<file path="config.mk">
export PLATFORM = sky130hd
export DESIGN_NAME = tcpm_timer_pair
export DESIGN_NICKNAME = d
export VERILOG_FILES = /design/src/tcpm_pkg.sv /design/src/tcpm_timer_pair.sv /design/src/tcpm_sync_edge.sv /design/src/tcpm_prescale.sv
export SDC_FILE = /design/constraint.sdc
export NUM_CORES = 1
export LEC_CHECK = 0
export BUFFER_PORTS_ARGS = -buffer_cell sky130_fd_sc_hd__buf_2
export CAP_MARGIN = 20
export CELL_PAD_IN_SITES_DETAIL_PLACEMENT = 1
export CELL_PAD_IN_SITES_GLOBAL_PLACEMENT = 2
export CORE_MARGIN = 3
export CORE_UTILIZATION = 38
export CTS_BUF_LIST = sky130_fd_sc_hd__clkbuf_16
export DETAILED_ROUTE_END_ITERATION = 10
export PLACE_DENSITY_LB_ADDON = 0.1
export SLEW_MARGIN = 20
export SYNTH_ARGS = -nofsm -noshare
export SYNTH_HDL_FRONTEND = slang
export SYNTH_SLANG_ARGS = --single-unit
</file>
<file path="constraint.sdc">
create_clock -name sys_clk -period 2.64 [get_ports sys_clk]
set_clock_uncertainty 0.05 [all_clocks]
set_input_delay 0.396 -clock sys_clk [delete_from_list [all_inputs] [get_ports sys_clk]]
set_output_delay 0.396 -clock sys_clk [all_outputs]
set_load 0.1 [all_outputs]
</file>
<file path="src/tcpm_pkg.sv">
// constants and carrier types for the timer/counter pair block
// assumes an 8-bit special function register bus and one cpu clock
package tcpm_pkg;

  // ----------------------------------------------------------------
  // register addresses and reset values
  // ----------------------------------------------------------------
  localparam logic [7:0] ADDR_RUN_FLAGS = 8'h88;
  localparam logic [7:0] ADDR_MODE_SEL = 8'h89;
  localparam logic [7:0] ADDR_CNT_LO_A = 8'h8A;
  localparam logic [7:0] ADDR_CNT_LO_B = 8'h8B;
  localparam logic [7:0] ADDR_CNT_HI_A = 8'h8C;
  localparam logic [7:0] ADDR_CNT_HI_B = 8'h8D;
  localparam logic [7:0] ADDR_CLK_DIV_CFG = 8'h8E;
  localparam logic [7:0] ADDR_CNT_LO_C = 8'hCC;
  localparam logic [7:0] ADDR_CNT_HI_C = 8'hCD;
  localparam logic [7:0] RST_MODE_SEL = 8'h00;
  localparam logic [7:0] RST_RUN_FLAGS = 8'h00;
  localparam logic [7:0] RST_CLK_DIV_CFG = 8'h01;
  localparam logic [7:0] RST_COUNT = 8'h00;

  // ----------------------------------------------------------------
  // field positions
  // ----------------------------------------------------------------
  localparam int FLAG_B_BIT = 7;
  localparam int RUN_B_BIT = 6;
  localparam int FLAG_A_BIT = 5;
  localparam int RUN_A_BIT = 4;
  localparam int PRESCALE_A_BIT = 3;
  localparam int PRESCALE_B_BIT = 4;
  localparam int EVT_A_PORT0_BIT = 5;
  localparam int EVT_B_PORT0_BIT = 6;
  localparam int EVT_C_PORT1_BIT = 0;

  // ----------------------------------------------------------------
  // timing
  // ----------------------------------------------------------------
  localparam int DIV_FAST = 4;
  localparam int DIV_SLOW = 12;

  // ----------------------------------------------------------------
  // types
  // ----------------------------------------------------------------
  typedef enum logic [1:0] {
    MODE_13 = 2'h0,
    MODE_16 = 2'h1,
    MODE_RELOAD = 2'h2,
    MODE_SPLIT = 2'h3
  } tcpm_mode_t;

  // one nibble of the mode register, upper bit first
  typedef struct packed {
    logic gate;
    logic evtSel;
    tcpm_mode_t mode;
  } tcpm_mode_half_t;

  typedef struct packed {
    logic [7:0] addr;
    logic [7:0] wrData;
    logic wr;
    logic rd;
  } tcpm_sfr_req_t;

  typedef struct packed {
    logic ovf;
    logic [7:0] hi;
    logic [7:0] lo;
  } tcpm_step_t;

endpackage : tcpm_pkg

</file>
<file path="src/tcpm_timer_pair.sv">
// timer/counter pair with mode control, plus a plain third counter
// assumes an 8-bit sfr bus on the cpu clock and asynchronous pins
// How it works
// - each timer steps on a divided cpu clock or on its event pin
// - each count is 16 bits, read and written as low and high bytes
// - event pins: timer 0 port0 bit5, timer 1 bit6, timer 2 port1 bit0
// - timer 1 gate set: counts only with its irq pin high and run set
// - timer 0 gate set: counts only with its irq pin high and run set, except its split high byte, which ignores gate and pin
// - timer 1 source 0: cpu clock /4 or /12 by prescale bit; 1: pin
// - timer 0 source 0: cpu clock /4 or /12 by prescale bit; 1: pin
// - timer 1 mode: 13 bit, 16 bit, 8 bit reload, hold
// - timer 0 mode: 13 bit, 16 bit, 8 bit reload, two 8 bit
// - split mode only on timer 0; timer 1 holds in that mode
// - 13 bit mode wraps after all ones, sets flag, pulses output
// - reload mode copies the high byte into the low byte on wrap
// - a run bit enables its timer; cleared, the timer holds, except timer 0's split high byte, which runs on timer 1's run bit
// - overflow flag set on overflow, cleared when cpu vectors
`timescale 1ns/1ps
module tcpm_timer_pair (
  input wire logic sys_clk,
  input wire logic rst_n,
  input tcpm_pkg::tcpm_sfr_req_t sfrReq,
  output logic [7:0] sfrRdData,
  input wire logic [7:0] port0In,
  input wire logic [3:0] port1In,
  input wire logic extIrqPinA_n,
  input wire logic extIrqPinB_n,
  input wire logic vectorAckA,
  input wire logic vectorAckB,
  input wire logic timer2Run,
  input wire logic timer2EventSel,
  output logic overflowFlagA,
  output logic overflowFlagB,
  output logic tOutA,
  output logic tOutB
);

  // ----------------------------------------------------------------
  // step function for modes 0..2
  // ----------------------------------------------------------------
  function automatic tcpm_pkg::tcpm_step_t tcpm_step(
    input tcpm_pkg::tcpm_mode_t mode,
    input logic [7:0] lo,
    input logic [7:0] hi
  );
    logic [12:0] c13;
    logic [15:0] c16;
    tcpm_pkg::tcpm_step_t r;
    c13 = {hi, lo[4:0]} + 13'h0001;
    c16 = {hi, lo} + 16'h0001;
    r.ovf = 1'b0;
    r.hi = hi;
    r.lo = lo;
    case (mode)
      tcpm_pkg::MODE_13: begin
        // top three low bits are left alone, software masks them
        r.hi = c13[12:5];
        r.lo = {lo[7:5], c13[4:0]};
        r.ovf = &{hi, lo[4:0]};
      end
      tcpm_pkg::MODE_16: begin
        {r.hi, r.lo} = c16;
        r.ovf = &{hi, lo};
      end
      tcpm_pkg::MODE_RELOAD: begin
        r.lo = (&lo) ? hi : lo + 8'h01;
        r.ovf = &lo;
      end
      default: begin
        r.ovf = 1'b0;
      end
    endcase
    return r;
  endfunction : tcpm_step

  // ----------------------------------------------------------------
  // registers
  // ----------------------------------------------------------------
  logic [7:0] modeSel_r;
  logic [7:0] runFlags_r;
  logic [7:0] runFlags_nxt;
  logic [7:0] clkDivCfg_r;
  logic [7:0] cntLoA_r;
  logic [7:0] cntHiA_r;
  logic [7:0] cntLoB_r;
  logic [7:0] cntHiB_r;
  logic [15:0] cntC_r;
  logic [7:0] cntLoA_nxt;
  logic [7:0] cntHiA_nxt;
  logic [7:0] cntLoB_nxt;
  logic [7:0] cntHiB_nxt;
  logic [15:0] cntC_nxt;
  logic [7:0] rdData_r;
  logic tOutA_r;
  logic tOutB_r;

  // ----------------------------------------------------------------
  // pins and ticks
  // ----------------------------------------------------------------
  logic [4:0] pinLevel;
  logic [4:0] pinFall;
  logic tickFast;
  logic tickSlow;

  tcpm_sync_edge #(
    .W(5)
  ) u_sync (
    .sys_clk(sys_clk),
    .rst_n(rst_n),
    .pinIn({port1In[tcpm_pkg::EVT_C_PORT1_BIT],
            port0In[tcpm_pkg::EVT_B_PORT0_BIT],
            port0In[tcpm_pkg::EVT_A_PORT0_BIT],
            extIrqPinB_n, extIrqPinA_n}),
    .level(pinLevel),
    .fall(pinFall)
  );

  tcpm_prescale #(
    .SLOW(tcpm_pkg::DIV_SLOW),
    .FAST(tcpm_pkg::DIV_FAST)
  ) u_prescale (
    .sys_clk(sys_clk),
    .rst_n(rst_n),
    .tickFast(tickFast),
    .tickSlow(tickSlow)
  );

  wire extHighA = pinLevel[0];
  wire extHighB = pinLevel[1];
  wire evtFallA = pinFall[2];
  wire evtFallB = pinFall[3];
  wire evtFallC = pinFall[4];

  // ----------------------------------------------------------------
  // write decode
  // ----------------------------------------------------------------
  wire wrRun = sfrReq.wr && sfrReq.addr == tcpm_pkg::ADDR_RUN_FLAGS;
  wire wrMode = sfrReq.wr && sfrReq.addr == tcpm_pkg::ADDR_MODE_SEL;
  wire wrDiv = sfrReq.wr && sfrReq.addr == tcpm_pkg::ADDR_CLK_DIV_CFG;
  wire wrLoA = sfrReq.wr && sfrReq.addr == tcpm_pkg::ADDR_CNT_LO_A;
  wire wrHiA = sfrReq.wr && sfrReq.addr == tcpm_pkg::ADDR_CNT_HI_A;
  wire wrLoB = sfrReq.wr && sfrReq.addr == tcpm_pkg::ADDR_CNT_LO_B;
  wire wrHiB = sfrReq.wr && sfrReq.addr == tcpm_pkg::ADDR_CNT_HI_B;
  wire wrLoC = sfrReq.wr && sfrReq.addr == tcpm_pkg::ADDR_CNT_LO_C;
  wire wrHiC = sfrReq.wr && sfrReq.addr == tcpm_pkg::ADDR_CNT_HI_C;

  // ----------------------------------------------------------------
  // timer 0
  // ----------------------------------------------------------------
  tcpm_pkg::tcpm_mode_half_t halfA;
  tcpm_pkg::tcpm_mode_half_t halfB;
  tcpm_pkg::tcpm_step_t stepA;
  tcpm_pkg::tcpm_step_t stepB;
  assign halfA = tcpm_pkg::tcpm_mode_half_t'(modeSel_r[3:0]);
  assign halfB = tcpm_pkg::tcpm_mode_half_t'(modeSel_r[7:4]);

  wire runA = runFlags_r[tcpm_pkg::RUN_A_BIT];
  wire runB = runFlags_r[tcpm_pkg::RUN_B_BIT];
  wire preA = clkDivCfg_r[tcpm_pkg::PRESCALE_A_BIT] ? tickFast : tickSlow;
  wire preB = clkDivCfg_r[tcpm_pkg::PRESCALE_B_BIT] ? tickFast : tickSlow;
  wire srcA = halfA.evtSel ? evtFallA : preA;
  wire enA = runA && (!halfA.gate || extHighA);
  wire incA = srcA && enA;
  wire splitA = halfA.mode == tcpm_pkg::MODE_SPLIT;
  // in split mode the high byte borrows timer 1's run bit and flag
  wire incHiSplit = splitA && preA && runB;
  wire ovfHiSplit = incHiSplit && (&cntHiA_r);
  assign stepA = tcpm_step(halfA.mode, cntLoA_r, cntHiA_r);
  wire ovfA = incA && (splitA ? (&cntLoA_r) : stepA.ovf);

  assign cntLoA_nxt = wrLoA ? sfrReq.wrData :
                      !incA ? cntLoA_r :
                      splitA ? cntLoA_r + 8'h01 : stepA.lo;
  assign cntHiA_nxt = wrHiA ? sfrReq.wrData :
                      splitA ? (incHiSplit ? cntHiA_r + 8'h01 : cntHiA_r) :
                      incA ? stepA.hi : cntHiA_r;

  // ----------------------------------------------------------------
  // timer 1
  // ----------------------------------------------------------------
  wire srcB = halfB.evtSel ? evtFallB : preB;
  wire enB = runB && (!halfB.gate || extHighB);
  // mode 3 on timer 1 simply stops it
  wire incB = srcB && enB && halfB.mode != tcpm_pkg::MODE_SPLIT;
  assign stepB = tcpm_step(halfB.mode, cntLoB_r, cntHiB_r);
  wire ovfB = incB && stepB.ovf;
  wire setFlagB = splitA ? ovfHiSplit : ovfB;

  assign cntLoB_nxt = wrLoB ? sfrReq.wrData : incB ? stepB.lo : cntLoB_r;
  assign cntHiB_nxt = wrHiB ? sfrReq.wrData : incB ? stepB.hi : cntHiB_r;

  // ----------------------------------------------------------------
  // timer 2, plain wrapping 16-bit count
  // ----------------------------------------------------------------
  wire incC = timer2Run && (timer2EventSel ? evtFallC : tickSlow);
  assign cntC_nxt = wrLoC ? {cntC_r[15:8], sfrReq.wrData} :
                    wrHiC ? {sfrReq.wrData, cntC_r[7:0]} :
                    incC ? cntC_r + 16'h0001 : cntC_r;

  // ----------------------------------------------------------------
  // flags: overflow beats both vector clear and software write
  // ----------------------------------------------------------------
  always_comb begin
    runFlags_nxt = wrRun ? sfrReq.wrData : runFlags_r;
    if (vectorAckA) begin
      runFlags_nxt[tcpm_pkg::FLAG_A_BIT] = 1'b0;
    end
    if (vectorAckB) begin
      runFlags_nxt[tcpm_pkg::FLAG_B_BIT] = 1'b0;
    end
    if (ovfA) begin
      runFlags_nxt[tcpm_pkg::FLAG_A_BIT] = 1'b1;
    end
    if (setFlagB) begin
      runFlags_nxt[tcpm_pkg::FLAG_B_BIT] = 1'b1;
    end
  end

  // ----------------------------------------------------------------
  // read mux, unmapped reads give zero
  // ----------------------------------------------------------------
  wire [7:0] rdMux =
    sfrReq.addr == tcpm_pkg::ADDR_RUN_FLAGS ? runFlags_r :
    sfrReq.addr == tcpm_pkg::ADDR_MODE_SEL ? modeSel_r :
    sfrReq.addr == tcpm_pkg::ADDR_CLK_DIV_CFG ? clkDivCfg_r :
    sfrReq.addr == tcpm_pkg::ADDR_CNT_LO_A ? cntLoA_r :
    sfrReq.addr == tcpm_pkg::ADDR_CNT_HI_A ? cntHiA_r :
    sfrReq.addr == tcpm_pkg::ADDR_CNT_LO_B ? cntLoB_r :
    sfrReq.addr == tcpm_pkg::ADDR_CNT_HI_B ? cntHiB_r :
    sfrReq.addr == tcpm_pkg::ADDR_CNT_LO_C ? cntC_r[7:0] :
    sfrReq.addr == tcpm_pkg::ADDR_CNT_HI_C ? cntC_r[15:8] : 8'h00;

  // ----------------------------------------------------------------
  // state
  // ----------------------------------------------------------------
  always_ff @(posedge sys_clk or negedge rst_n) begin
    if (!rst_n) begin
      modeSel_r <= tcpm_pkg::RST_MODE_SEL;
      runFlags_r <= tcpm_pkg::RST_RUN_FLAGS;
      clkDivCfg_r <= tcpm_pkg::RST_CLK_DIV_CFG;
    end else begin
      modeSel_r <= wrMode ? sfrReq.wrData : modeSel_r;
      runFlags_r <= runFlags_nxt;
      clkDivCfg_r <= wrDiv ? sfrReq.wrData : clkDivCfg_r;
    end
  end

  always_ff @(posedge sys_clk or negedge rst_n) begin
    if (!rst_n) begin
      cntLoA_r <= tcpm_pkg::RST_COUNT;
      cntHiA_r <= tcpm_pkg::RST_COUNT;
      cntLoB_r <= tcpm_pkg::RST_COUNT;
      cntHiB_r <= tcpm_pkg::RST_COUNT;
      cntC_r <= '0;
    end else begin
      cntLoA_r <= cntLoA_nxt;
      cntHiA_r <= cntHiA_nxt;
      cntLoB_r <= cntLoB_nxt;
      cntHiB_r <= cntHiB_nxt;
      cntC_r <= cntC_nxt;
    end
  end

  always_ff @(posedge sys_clk or negedge rst_n) begin
    if (!rst_n) begin
      rdData_r <= 8'h00;
      tOutA_r <= 1'b0;
      tOutB_r <= 1'b0;
    end else begin
      rdData_r <= sfrReq.rd ? rdMux : rdData_r;
      tOutA_r <= ovfA;
      tOutB_r <= ovfB;
    end
  end

  assign sfrRdData = rdData_r;
  assign overflowFlagA = runFlags_r[tcpm_pkg::FLAG_A_BIT];
  assign overflowFlagB = runFlags_r[tcpm_pkg::FLAG_B_BIT];
  assign tOutA = tOutA_r;
  assign tOutB = tOutB_r;
endmodule : tcpm_timer_pair

</file>
<file path="src/tcpm_sync_edge.sv">
// two-flop synchroniser with falling edge strobe per bit
// assumes asynchronous pin inputs and the cpu clock
`timescale 1ns/1ps
module tcpm_sync_edge #(
  parameter int W = 5
) (
  input wire logic sys_clk,
  input wire logic rst_n,
  input wire logic [W-1:0] pinIn,
  output logic [W-1:0] level,
  output logic [W-1:0] fall
);

  // ----------------------------------------------------------------
  // flops
  // ----------------------------------------------------------------
  logic [W-1:0] meta_r;
  logic [W-1:0] sync_r;
  logic [W-1:0] prev_r;

  // pins idle high, so reset to ones to avoid a false edge
  always_ff @(posedge sys_clk or negedge rst_n) begin
    if (!rst_n) begin
      meta_r <= '1;
      sync_r <= '1;
      prev_r <= '1;
    end else begin
      meta_r <= pinIn;
      sync_r <= meta_r;
      prev_r <= sync_r;
    end
  end

  assign level = sync_r;
  assign fall = prev_r & ~sync_r;

endmodule : tcpm_sync_edge

</file>
<file path="src/tcpm_prescale.sv">
// free-running divider giving cpu clock /fast and /slow enables
// assumes slow is a multiple of fast
`timescale 1ns/1ps
module tcpm_prescale #(
  parameter int SLOW = tcpm_pkg::DIV_SLOW,
  parameter int FAST = tcpm_pkg::DIV_FAST
) (
  input wire logic sys_clk,
  input wire logic rst_n,
  output logic tickFast,
  output logic tickSlow
);

  localparam int CW = $clog2(SLOW);

  logic [CW-1:0] cnt_r;
  logic [CW-1:0] cnt_nxt;
  logic wrapNow;

  // ----------------------------------------------------------------
  // divider
  // ----------------------------------------------------------------
  assign wrapNow = cnt_r == CW'(SLOW - 1);
  assign cnt_nxt = wrapNow ? '0 : cnt_r + 1'b1;
  assign tickSlow = wrapNow;
  assign tickFast = CW'(cnt_r % CW'(FAST)) == CW'(FAST - 1);

  always_ff @(posedge sys_clk or negedge rst_n) begin
    if (!rst_n) begin
      cnt_r <= '0;
    end else begin
      cnt_r <= cnt_nxt;
    end
  end

endmodule : tcpm_prescale

</file>
==> impl_metrics.csv, run 1 <==
group,metric,value,unit
outcome,outcome,"completed",
detailed_routing,wl_per_cell,23.0,µm
synthesis,synth_async_sr_flop_share,100,%
detailed_routing,vias,5454,
finish,regArea,2490,µm²
synthesis,synthFlopType,"dfrtp_1",
placed_design,place_hpwl,15.7,mm
finish,area_growth,10.7,%
pwr,power_density,538,nW/µm²
min_path,worstHoldStart,"port0In[5]",
clock_tree,cts_setup_buffers,0,
finish,n_fill_cell,1881,
floorplanning,start_util,39.4,%
synthesis,synthTopCellsByArea,"dfrtp_1 34%, dfstp_2 5.8%, mux2_2 4.5%, nand2_1 4.5%, o21ai_0 4.0%",
worst_setup_path,rr_endpoint,"cntC_r[7]",
placed_design,portBuffers,40,
job,cap_violations,0,
clock_tree,cts_tree,"done",
sta,slew_violations,0,
worst_setup_path,endpoint_kind,"register",
floorplanning,die_area,18200,µm²
clock_tree,clkTransAtPathRegs,0.08,ns
finish,multi_input_area,3550,µm²
detailed_routing,firstDrtPassIters,4,
global_route,antenna_found_initial,0,
detailed_routing,viasPerCell,5.82,
worst_setup_path,crit_path_top_delay_cell,"dfrtp_1",
floorplanning,row_count,46,
worst_setup_path,critPathRequiredTime,2.86,ns
detailed_routing,ant_nets,0,
floorplanning,ios,50,
synthesis,synth_edf_count,0,
sta,whs,0.0743,ns
floorplanning,die_y,135,µm
min_path,hold_class,"primary input to register",
clock_tree,cts_buffers,9,
sta,fin_crit_sh,89.5,%
worst_setup_path,slowest_delay,0.38,ns
synthesis,synthCells,691,
finish,insertedDiodeCount,0,
global_route,grt_use_total,24.4,%
synthesis,ys_warn_count,0,
synthesis,synth_nets,742,
detailed_routing,highest_layer,"met4",
worst_setup_path,critPathCapture,"cntC_r[7]",
worst_setup_path,path_cells,"ha_1, nor4bb_1, o21ai_1, nor2_1, nand2_1, xor2_1, o21ai_0",
synthesis,synth_cell_types,81,
synthesis,syn_avg_cell_area,9.15,µm²
worst_setup_path,reg2reg_setup_slack,0.28,ns
detailed_routing,wirelength,21.5,mm
placed_design,place_ws,0.279,ns
detailed_routing,drc,0,
finish,fin_area,7000,µm²
sta,setup_viol,0,
detailed_routing,dr_wl_met3,531,µm
sta,rsz0062_at_grt,"no",
global_route,grt_max_degree,59,
clock_tree,clock_latency,0.36,ns
worst_setup_path,crit_type,"register to register",
worst_setup_path,cp-startpoint,"u_prescale.cnt_r[0]",
worst_setup_path,path_max_fanout,7,
worst_setup_path,r2r_cells,7,
sta,max_freq,423,MHz
worst_setup_path,r2r-start,"u_prescale.cnt_r[0]",
detailed_routing,drt-met1-wl,9.59,mm
clock_tree,cts_buffer_depth,2,
finish,final_cell_mix,"85 x dfrtp_1, 75 x nand2_1, 57 x nor2_1, 51 x o21ai_0, 41 x a21oi_1",
sta,fin_ws,0.278,ns
sta,relSlewSlack,59.3,%
worst_setup_path,cp-start-kind,"register",
pwr,ir_drop,0.329,mV
global_route,grt_pass1_vias,5630,
clock_tree,clkSinkCount,99,
synthesis,ys_seq_elements,99,
synthesis,syn_area,6320,µm²
floorplanning,die_x,135,µm
finish,fin_nets,767,
pwr,p_leak,3.00,nW
detailed_routing,wl_met2,11.0,mm
sta,hold_viol,0,
finish,layout-drive-gt1-share,19.3,%
synthesis,synth_top_area_share,33.6,%
sta,worst_pin_slew,0.607,ns
global_route,grt-ovfl-total,0,
finish,final_common_cell,"dfrtp_1",
placed_design,placed_area,6720,µm²
worst_setup_path,cp.arrival,2.59,ns
clock_tree,cts_root_buffer,"clkbuf_16",
detailed_routing,drt_iter0_markers,277,
placed_design,gp_congestion,0.881,
sta,setup_tns,0,ns
floorplanning,core_area,16100,µm²
sta,fin_crit,2.36,ns
synthesis,yosysTopAreaCell,"dfrtp_1",
synthesis,seq_area_frac_synth,39.4,%
global_route,grt_pass1_wl,33.9,mm
clock_tree,ctsHtreeMaxLevel,3,
==> layout make-up <==
class | instances | area share (%)
Clock buffer | 9 | 3.22
Clock inverter | 7 | 0.715
Inverter | 19 | 1.02
Multi-Input combinational cell | 530 | 50.6
Sequential cell | 99 | 35.6
Tap cell | 216 | 3.86
Timing Repair Buffer | 57 | 4.93
==> kinds of logic after synthesis <==
kind of cell / Yosys count / share of synthesized area, %
buffers and inverters: 62 / 4.47
adder cells (fa/ha/maj): 13 / 2.57
AND/OR/NAND/NOR: 240 / 19.3
XOR/XNOR: 30 / 4.15
AO/OA/AOI/OAI: 202 / 21.0
flip-flops: 99 / 39.4
multiplexers: 45 / 9.00
==> registers in the layout, summed over array words and instances (netlist names) <==
name              count
cntHiA_r              8
runFlags_r            8
sfrRdData             8
modeSel_r             8
tOutB                 1
cntC_r               16
u_sync.level          5
u_prescale.cnt_r      4
tOutA                 1
cntLoB_r              8
clkDivCfg_r           8
cntHiB_r              8
cntLoA_r              8
u_sync.prev_r         3
u_sync.meta_r         5
==> repair_timing <==
action	4_1_cts	5_1_grt
hold endpoints to repair	11	0
gates resized for setup	0	0
endpoints found under the setup margin	0	0
hold buffers	1	0
==> per-layer routing <==
layer  vias to the layer above  GRT usage (%)
met5                         -              0
met4                         0           6.10
met3                        23           4.21
met2                        74           42.1
met1                      2773           32.1
li1                       2584              -
==> how the worst min path moves through the flow <==
| stage | to | slack (ns) | cells after the start |
|---|---|---|---|
| after CTS | u_sync.meta_r[2] | 0.06 | 1 |
| final | u_sync.meta_r[2] | 0.07 | 1 |
| after global placement | cntC_r[13] | 0.21 | 1 |
| after floorplan | clkDivCfg_r[1] | 0.05 | 0 |
| after detailed placement | cntC_r[13] | 0.21 | 1 |
| after global routing | u_sync.meta_r[2] | 0.06 | 1 |
==> through the flow <==
step                      instances  util, %  power, mW
final                           937     43.6       3.77
after global routing            937     43.6       3.96
after CTS                       937     43.6       3.82
after detailed placement        920     41.8       2.50
after global placement          920     41.8       2.47
after floorplan                 691        -       2.23
==> cells in the mapped netlist (all sizes together), types with 9 or more instances <==
cell type	n
dfrtp	85
nand2	76
nor2	58
o21ai	56
a21oi	43
nand3	30
buf	25
mux2	25
xnor2	23
o22ai	21
nor3	20
inv	19
clkbuf	18
dfstp	14
a22oi	13
ha	13
mux2i	13
and3	9
nand4	9
o211ai	9
==> where the power goes <==
| part | internal (mW) | total, mW | switching (mW) |
|---|---|---|---|
| clock | 0.646 | 1.29 | 0.646 |
| sequential | 1.62 | 1.79 | 0.165 |
| combinational | 0.275 | 0.686 | 0.412 |
==> worst max-delay path, delay by kind of cell (launching register included) <==
kind                     cells  cell delay [ns]
AO/OA/AOI/OAI                2             0.43
XOR/XNOR                     1             0.15
adder cells (fa/ha/maj)      1             0.38
flip-flops                   1             0.38
AND/OR/NAND/NOR              3             0.88
(Power assumes the default switching activity.)
==> run 2, diff against run 1 <==
- BUFFER_PORTS_ARGS: -buffer_cell sky130_fd_sc_hd__buf_2 -> unset
- CORE_UTILIZATION: 38 -> 41
- DONT_BUFFER_PORTS: unset -> 1
==> run 2 against run 1 <==
The run now ends with negative hold slack left. Sequential power about the same. Critical path type unchanged. Largest power group unchanged. Maximum frequency grew 0.89%. Setup slack better by 0.021 ns. Via count fell by 1.9%. Final cell count decreased by 7.8%. Critical path depth stayed put. Combinational power down 19%. Global-route usage grew 1.3 points.
==> impl_metrics.csv, run 2 (synthesized netlist as in run 1, its figures left out) <==
group,metric,value,unit
sta,fin_crit_sh,88.7,%
detailed_routing,vias,5352,
clock_tree,clock_latency,0.36,ns
worst_setup_path,path_cells,"ha_1, inv_1, o21ai_0, nand3_1, a221oi_1, o21ai_0, o21a_1",
sta,hold_viol,99,
worst_setup_path,critPathBufInv,1,
global_route,grt_pass1_wl,32.9,mm
finish,area_growth,7.18,%
clock_tree,cts_root_buffer,"clkbuf_16",
global_route,grt_pass1_vias,5524,
finish,largest_register_ffs,16,
clock_tree,clkTransAtPathRegs,0.07,ns
floorplanning,start_util,42.7,%
floorplanning,row_count,44,
clock_tree,cts_tree,"done",
floorplanning,die_x,130,µm
clock_tree,ctsHtreeMaxLevel,3,
worst_setup_path,crit_path_top_delay_cell,"ha_1",
detailed_routing,ant_nets,0,
finish,final_cell_mix,"85 x dfrtp_1, 75 x nand2_1, 57 x nor2_1, 51 x o21ai_0, 41 x a21oi_1",
finish,final_common_cell,"dfrtp_1",
floorplanning,die_y,130,µm
clock_tree,cts-resized-gates,0,
sta,whs,-0.324,ns
pwr,ir_drop,0.368,mV
worst_setup_path,endpoint_kind,"register",
global_route,antenna_found_initial,0,
finish,insertedDiodeCount,0,
placed_design,place_hpwl,15.0,mm
finish,fin_nets,726,
sta,setup_tns,0,ns
worst_setup_path,crit_type,"register to register",
pwr,finalPower,3.74,mW
sta,max_freq,427,MHz
sta,worst_pin_slew,0.945,ns
finish,top_register,"cntC_r",
detailed_routing,wl_per_cell,24.2,µm
finish,regArea,2490,µm²
clock_tree,cts_buffer_depth,2,
min_path,hold_class,"primary input to asynchronous set/reset pin",
outcome,violations,"negative hold slack",
pwr,p_leak,2.82,nW
outcome,outcome,"finished with violations",
sta,slew_violations,0,
clock_tree,cts_buffers,9,
worst_setup_path,slowest_delay,0.54,ns
worst_setup_path,path_depth,7,
job,cap_violations,0,
worst_setup_path,r2r_cells,7,
sta,relSlewSlack,37.0,%
sta,fin_crit,2.34,ns
global_route,grt-ovfl-total,0,
detailed_routing,drt_iter0_markers,387,
finish,multi_input_area,3550,µm²
pwr,power_density,551,nW/µm²
sta,rsz0062_at_grt,"no",
clock_tree,holdBufCountCts,5,
clock_tree,clkSinkCount,99,
finish,layout-drive-gt1-share,14.0,%
detailed_routing,wirelength,20.9,mm
floorplanning,ios,50,
floorplanning,core_area,14800,µm²
worst_setup_path,critPathRequiredTime,2.85,ns
worst_setup_path,path_max_fanout,12,
global_route,grt_use_total,25.7,%
placed_design,gp_congestion,0.854,
global_route,grt_max_degree,100,
worst_setup_path,crit_family,"compound AO/OA/AOI/OAI gates",
finish,n_fill_cell,1701,
detailed_routing,viasPerCell,6.19,
worst_setup_path,path_common_cell,"o21ai_0",
sta,setup_viol,0,
placed_design,portBuffers,0,
detailed_routing,firstDrtPassIters,4,
floorplanning,die_area,17000,µm²
detailed_routing,drc,0,
worst_setup_path,cp.arrival,2.55,ns
clock_tree,cts_setup_buffers,0,
worst_setup_path,cp-start-kind,"register",
[run 2: layout make-up]
type	instances	area share, %
clock inverter	7	1.14
sequential	99	36.8
inverter	19	1.05
clock buffer	9	3.32
multi-input combinational	530	52.3
tap	184	3.40
timing repair buffer	16	1.96
[run 2: path summary, 6_finish.rpt]
kind | from | end | slack [ns]
worst max-delay path | modeSel_r[1] | cntLoA_r[5] | 0.30
worst min-delay path | rst_n | cntC_r[10] | -0.32
worst max register to register | modeSel_r[1] | cntLoA_r[5] | 0.30
worst min register to register | u_sync.meta_r[2] | u_sync.level[2] | 0.31
max in group asynchronous | rst_n | u_sync.prev_r[4] | 2.55
min in group sys_clk | vectorAckA | runFlags_r[5] | 0.08
[run 2: power breakdown]
group / leakage (nW) / switching [mW] / internal (mW)
Sequential: 1.18 / 0.178 / 1.62
Combinational: 1.50 / 0.300 / 0.255
Clock: 0.151 / 0.635 / 0.745
Total: 2.82 / 1.11 / 2.62
[run 2: per-stage QoR]
step	utilization [%]	std cells	worst slack, ns	area, µm²
finish	45.8	864	0.299	6780
detailed placement	43.4	843	0.344	6430
floorplan	-	691	0.730	6320
global route	45.8	864	0.0755	6780
CTS	45.8	864	0.318	6780
global placement	43.4	843	0.438	6430
[run 2: metal layers]
metal	part of all wire [%]	routed length (µm)	track usage, %
met4	2.9	597	8.99
met2	49	10300	42.8
met5	0	0	0
met3	3.0	637	4.26
met1	45	9370	33.9
==> run 3, diff against run 2 <==
- CTS_BUF_LIST: sky130_fd_sc_hd__clkbuf_16 -> unset
==> run 3 against run 2 <==
The flow still finishes with violations (negative hold slack). Clock power hardly changed. Core utilization stayed put. Non-clock buffer count stayed put. Maximum frequency is 0.23% lower. Register-to-register slack hardly changed. Sequential power hardly changed. Die area stayed put.
==> impl_metrics.csv, run 3 (synthesized netlist as in run 1, its figures left out) <==
group,metric,value,unit
clock_tree,cts_buffer_depth,2,
pwr,power_density,552,nW/µm²
placed_design,place_ws,0.344,ns
pwr,sequentialPowerShare,48.2,%
global_route,grt-ovfl-total,0,
clock_tree,clock_latency,0.36,ns
clock_tree,cts_setup_buffers,0,
pwr,clock_power_share,37.0,%
finish,top_register,"cntC_r",
clock_tree,clkSinkCount,99,
min_path,hold_class,"primary input to asynchronous set/reset pin",
worst_setup_path,endpoint_kind,"register",
detailed_routing,vias,5342,
detailed_routing,ant_nets,0,
sta,fin_ws,0.293,ns
worst_setup_path,crit_path_top_delay_cell,"ha_1",
worst_setup_path,cp.arrival,2.55,ns
floorplanning,die_y,130,µm
finish,final_cell_mix,"85 x dfrtp_1, 75 x nand2_1, 57 x nor2_1, 51 x o21ai_0, 41 x a21oi_1",
finish,n_fill_cell,1701,
clock_tree,cts-resized-gates,0,
placed_design,gp_congestion,0.854,
finish,final_common_cell,"dfrtp_1",
pwr,p_switching,1.12,mW
pwr,combPwrFrac,14.8,%
global_route,antenna_found_initial,0,
detailed_routing,viasPerCell,6.18,
outcome,violations,"negative hold slack",
worst_setup_path,slowest_delay,0.54,ns
placed_design,place_hpwl,15.0,mm
detailed_routing,wirelength,20.9,mm
worst_setup_path,path_max_fanout,12,
global_route,grt_use_total,25.7,%
worst_setup_path,r2r-start,"modeSel_r[1]",
floorplanning,start_util,42.7,%
clock_tree,holdBufCountCts,5,
worst_setup_path,path_cells,"ha_1, inv_1, o21ai_0, nand3_1, a221oi_1, o21ai_0, o21a_1",
detailed_routing,drt_iter0_markers,387,
global_route,grt_max_degree,100,
finish,largest_register_ffs,16,
worst_setup_path,r2r_cells,7,
global_route,grt_pass1_vias,5524,
sta,max_freq,426,MHz
detailed_routing,wl_per_cell,24.2,µm
clock_tree,cts_buffers,9,
sta,setup_tns,0,ns
detailed_routing,drc,0,
worst_setup_path,critPathCapture,"cntLoA_r[5]",
worst_setup_path,critPathRequiredTime,2.85,ns
sta,fin_crit_sh,88.9,%
pwr,switching_share,29.8,%
pwr,ir_drop,0.368,mV
detailed_routing,firstDrtPassIters,4,
job,cap_violations,0,
sta,slew_violations,0,
finish,layout-drive-gt1-share,14.0,%
floorplanning,die_x,130,µm
sta,hold_viol,99,
floorplanning,core_area,14800,µm²
finish,fin_nets,726,
clock_tree,clkTransAtPathRegs,0.07,ns
outcome,outcome,"finished with violations",
floorplanning,row_count,44,
worst_setup_path,crit_type,"register to register",
finish,area_growth,7.18,%
clock_tree,cts_root_buffer,"clkbuf_16",
global_route,grt_pass1_wl,32.9,mm
worst_setup_path,cp-start-kind,"register",
pwr,internal_power,2.63,mW
sta,setup_viol,0,
sta,fin_crit,2.35,ns
clock_tree,cts_tree,"done",
worst_setup_path,path_common_cell,"o21ai_0",
pwr,p_leak,2.82,nW
floorplanning,ios,50,
sta,relSlewSlack,37.0,%
clock_tree,ctsHtreeMaxLevel,3,
worst_setup_path,cp-startpoint,"modeSel_r[1]",
floorplanning,die_area,17000,µm²
finish,insertedDiodeCount,0,
sta,worst_pin_slew,0.945,ns
placed_design,portBuffers,0,
sta,whs,-0.324,ns
worst_setup_path,rr_endpoint,"cntLoA_r[5]",
worst_setup_path,reg2reg_setup_slack,0.29,ns
sta,rsz0062_at_grt,"no",
## run 3: cell count changes in the layout (fill, tap and decap cells not counted), sizes merged
cell	before	now
inv	22	21
clkbuf	9	10
## run 3: worst min path at each step
stage	startpoint	endpoint	slack, ns	depth (start not counted)
after global placement	rst_n	cntC_r[12]	0.05	0
after floorplan	rst_n	clkDivCfg_r[1]	0.05	0
after global routing	rst_n	cntC_r[10]	-0.35	0
after detailed placement	rst_n	cntC_r[10]	0.06	0
final	rst_n	cntC_r[10]	-0.32	0
after CTS	rst_n	cntC_r[10]	-0.34	0
## run 3: power by group through the flow
stage	clock (mW)	combinational [mW]	sequential, mW
3_3_place_gp	0	0.526	1.82
6_report	1.39	0.555	1.80
2_1_floorplan	0	0.472	1.76
3_5_place_dp	0	0.544	1.83
5_1_grt	1.49	0.621	1.82
4_1_cts	1.42	0.553	1.80
## run 3: per-stage QoR
stage	cell area (µm²)	instances	hold WS, ns	total power, mW	util (%)
after detailed placement	6430	843	0.0550	2.37	43.4
after global routing	6780	864	-0.349	3.93	45.8
after global placement	6430	843	0.0545	2.35	43.4
after floorplan	6320	691	0.0504	2.23	-
final	6780	864	-0.324	3.74	45.8
after CTS	6780	864	-0.335	3.78	45.8
## run 3: critical path: cells and delay by family, from the launching register on
family                   cells  cell delay (ns)
buffers and inverters        1             0.21
adder cells (fa/ha/maj)      1             0.54
AO/OA/AOI/OAI                4             0.77
AND/OR/NAND/NOR              1             0.22
flip-flops                   1             0.45
## run 3: per-layer routing
layer	wire [µm]	share of wire, %	track usage, %
met4	628	3.0	8.99
met1	9390	45	33.9
met3	631	3.0	4.26
met5	0	0	0
met2	10300	49	42.8
## run 3: layout make-up
class | count | area [µm²] | area share [%]
well taps | 184 | 230 | 3.40
multi-input cells | 530 | 3550 | 52.3
flip-flops and latches | 99 | 2490 | 36.8
clock buffers | 10 | 229 | 3.38
repair buffers | 16 | 133 | 1.96
clock inverters | 6 | 73.8 | 1.09
inverters | 19 | 71.3 | 1.05
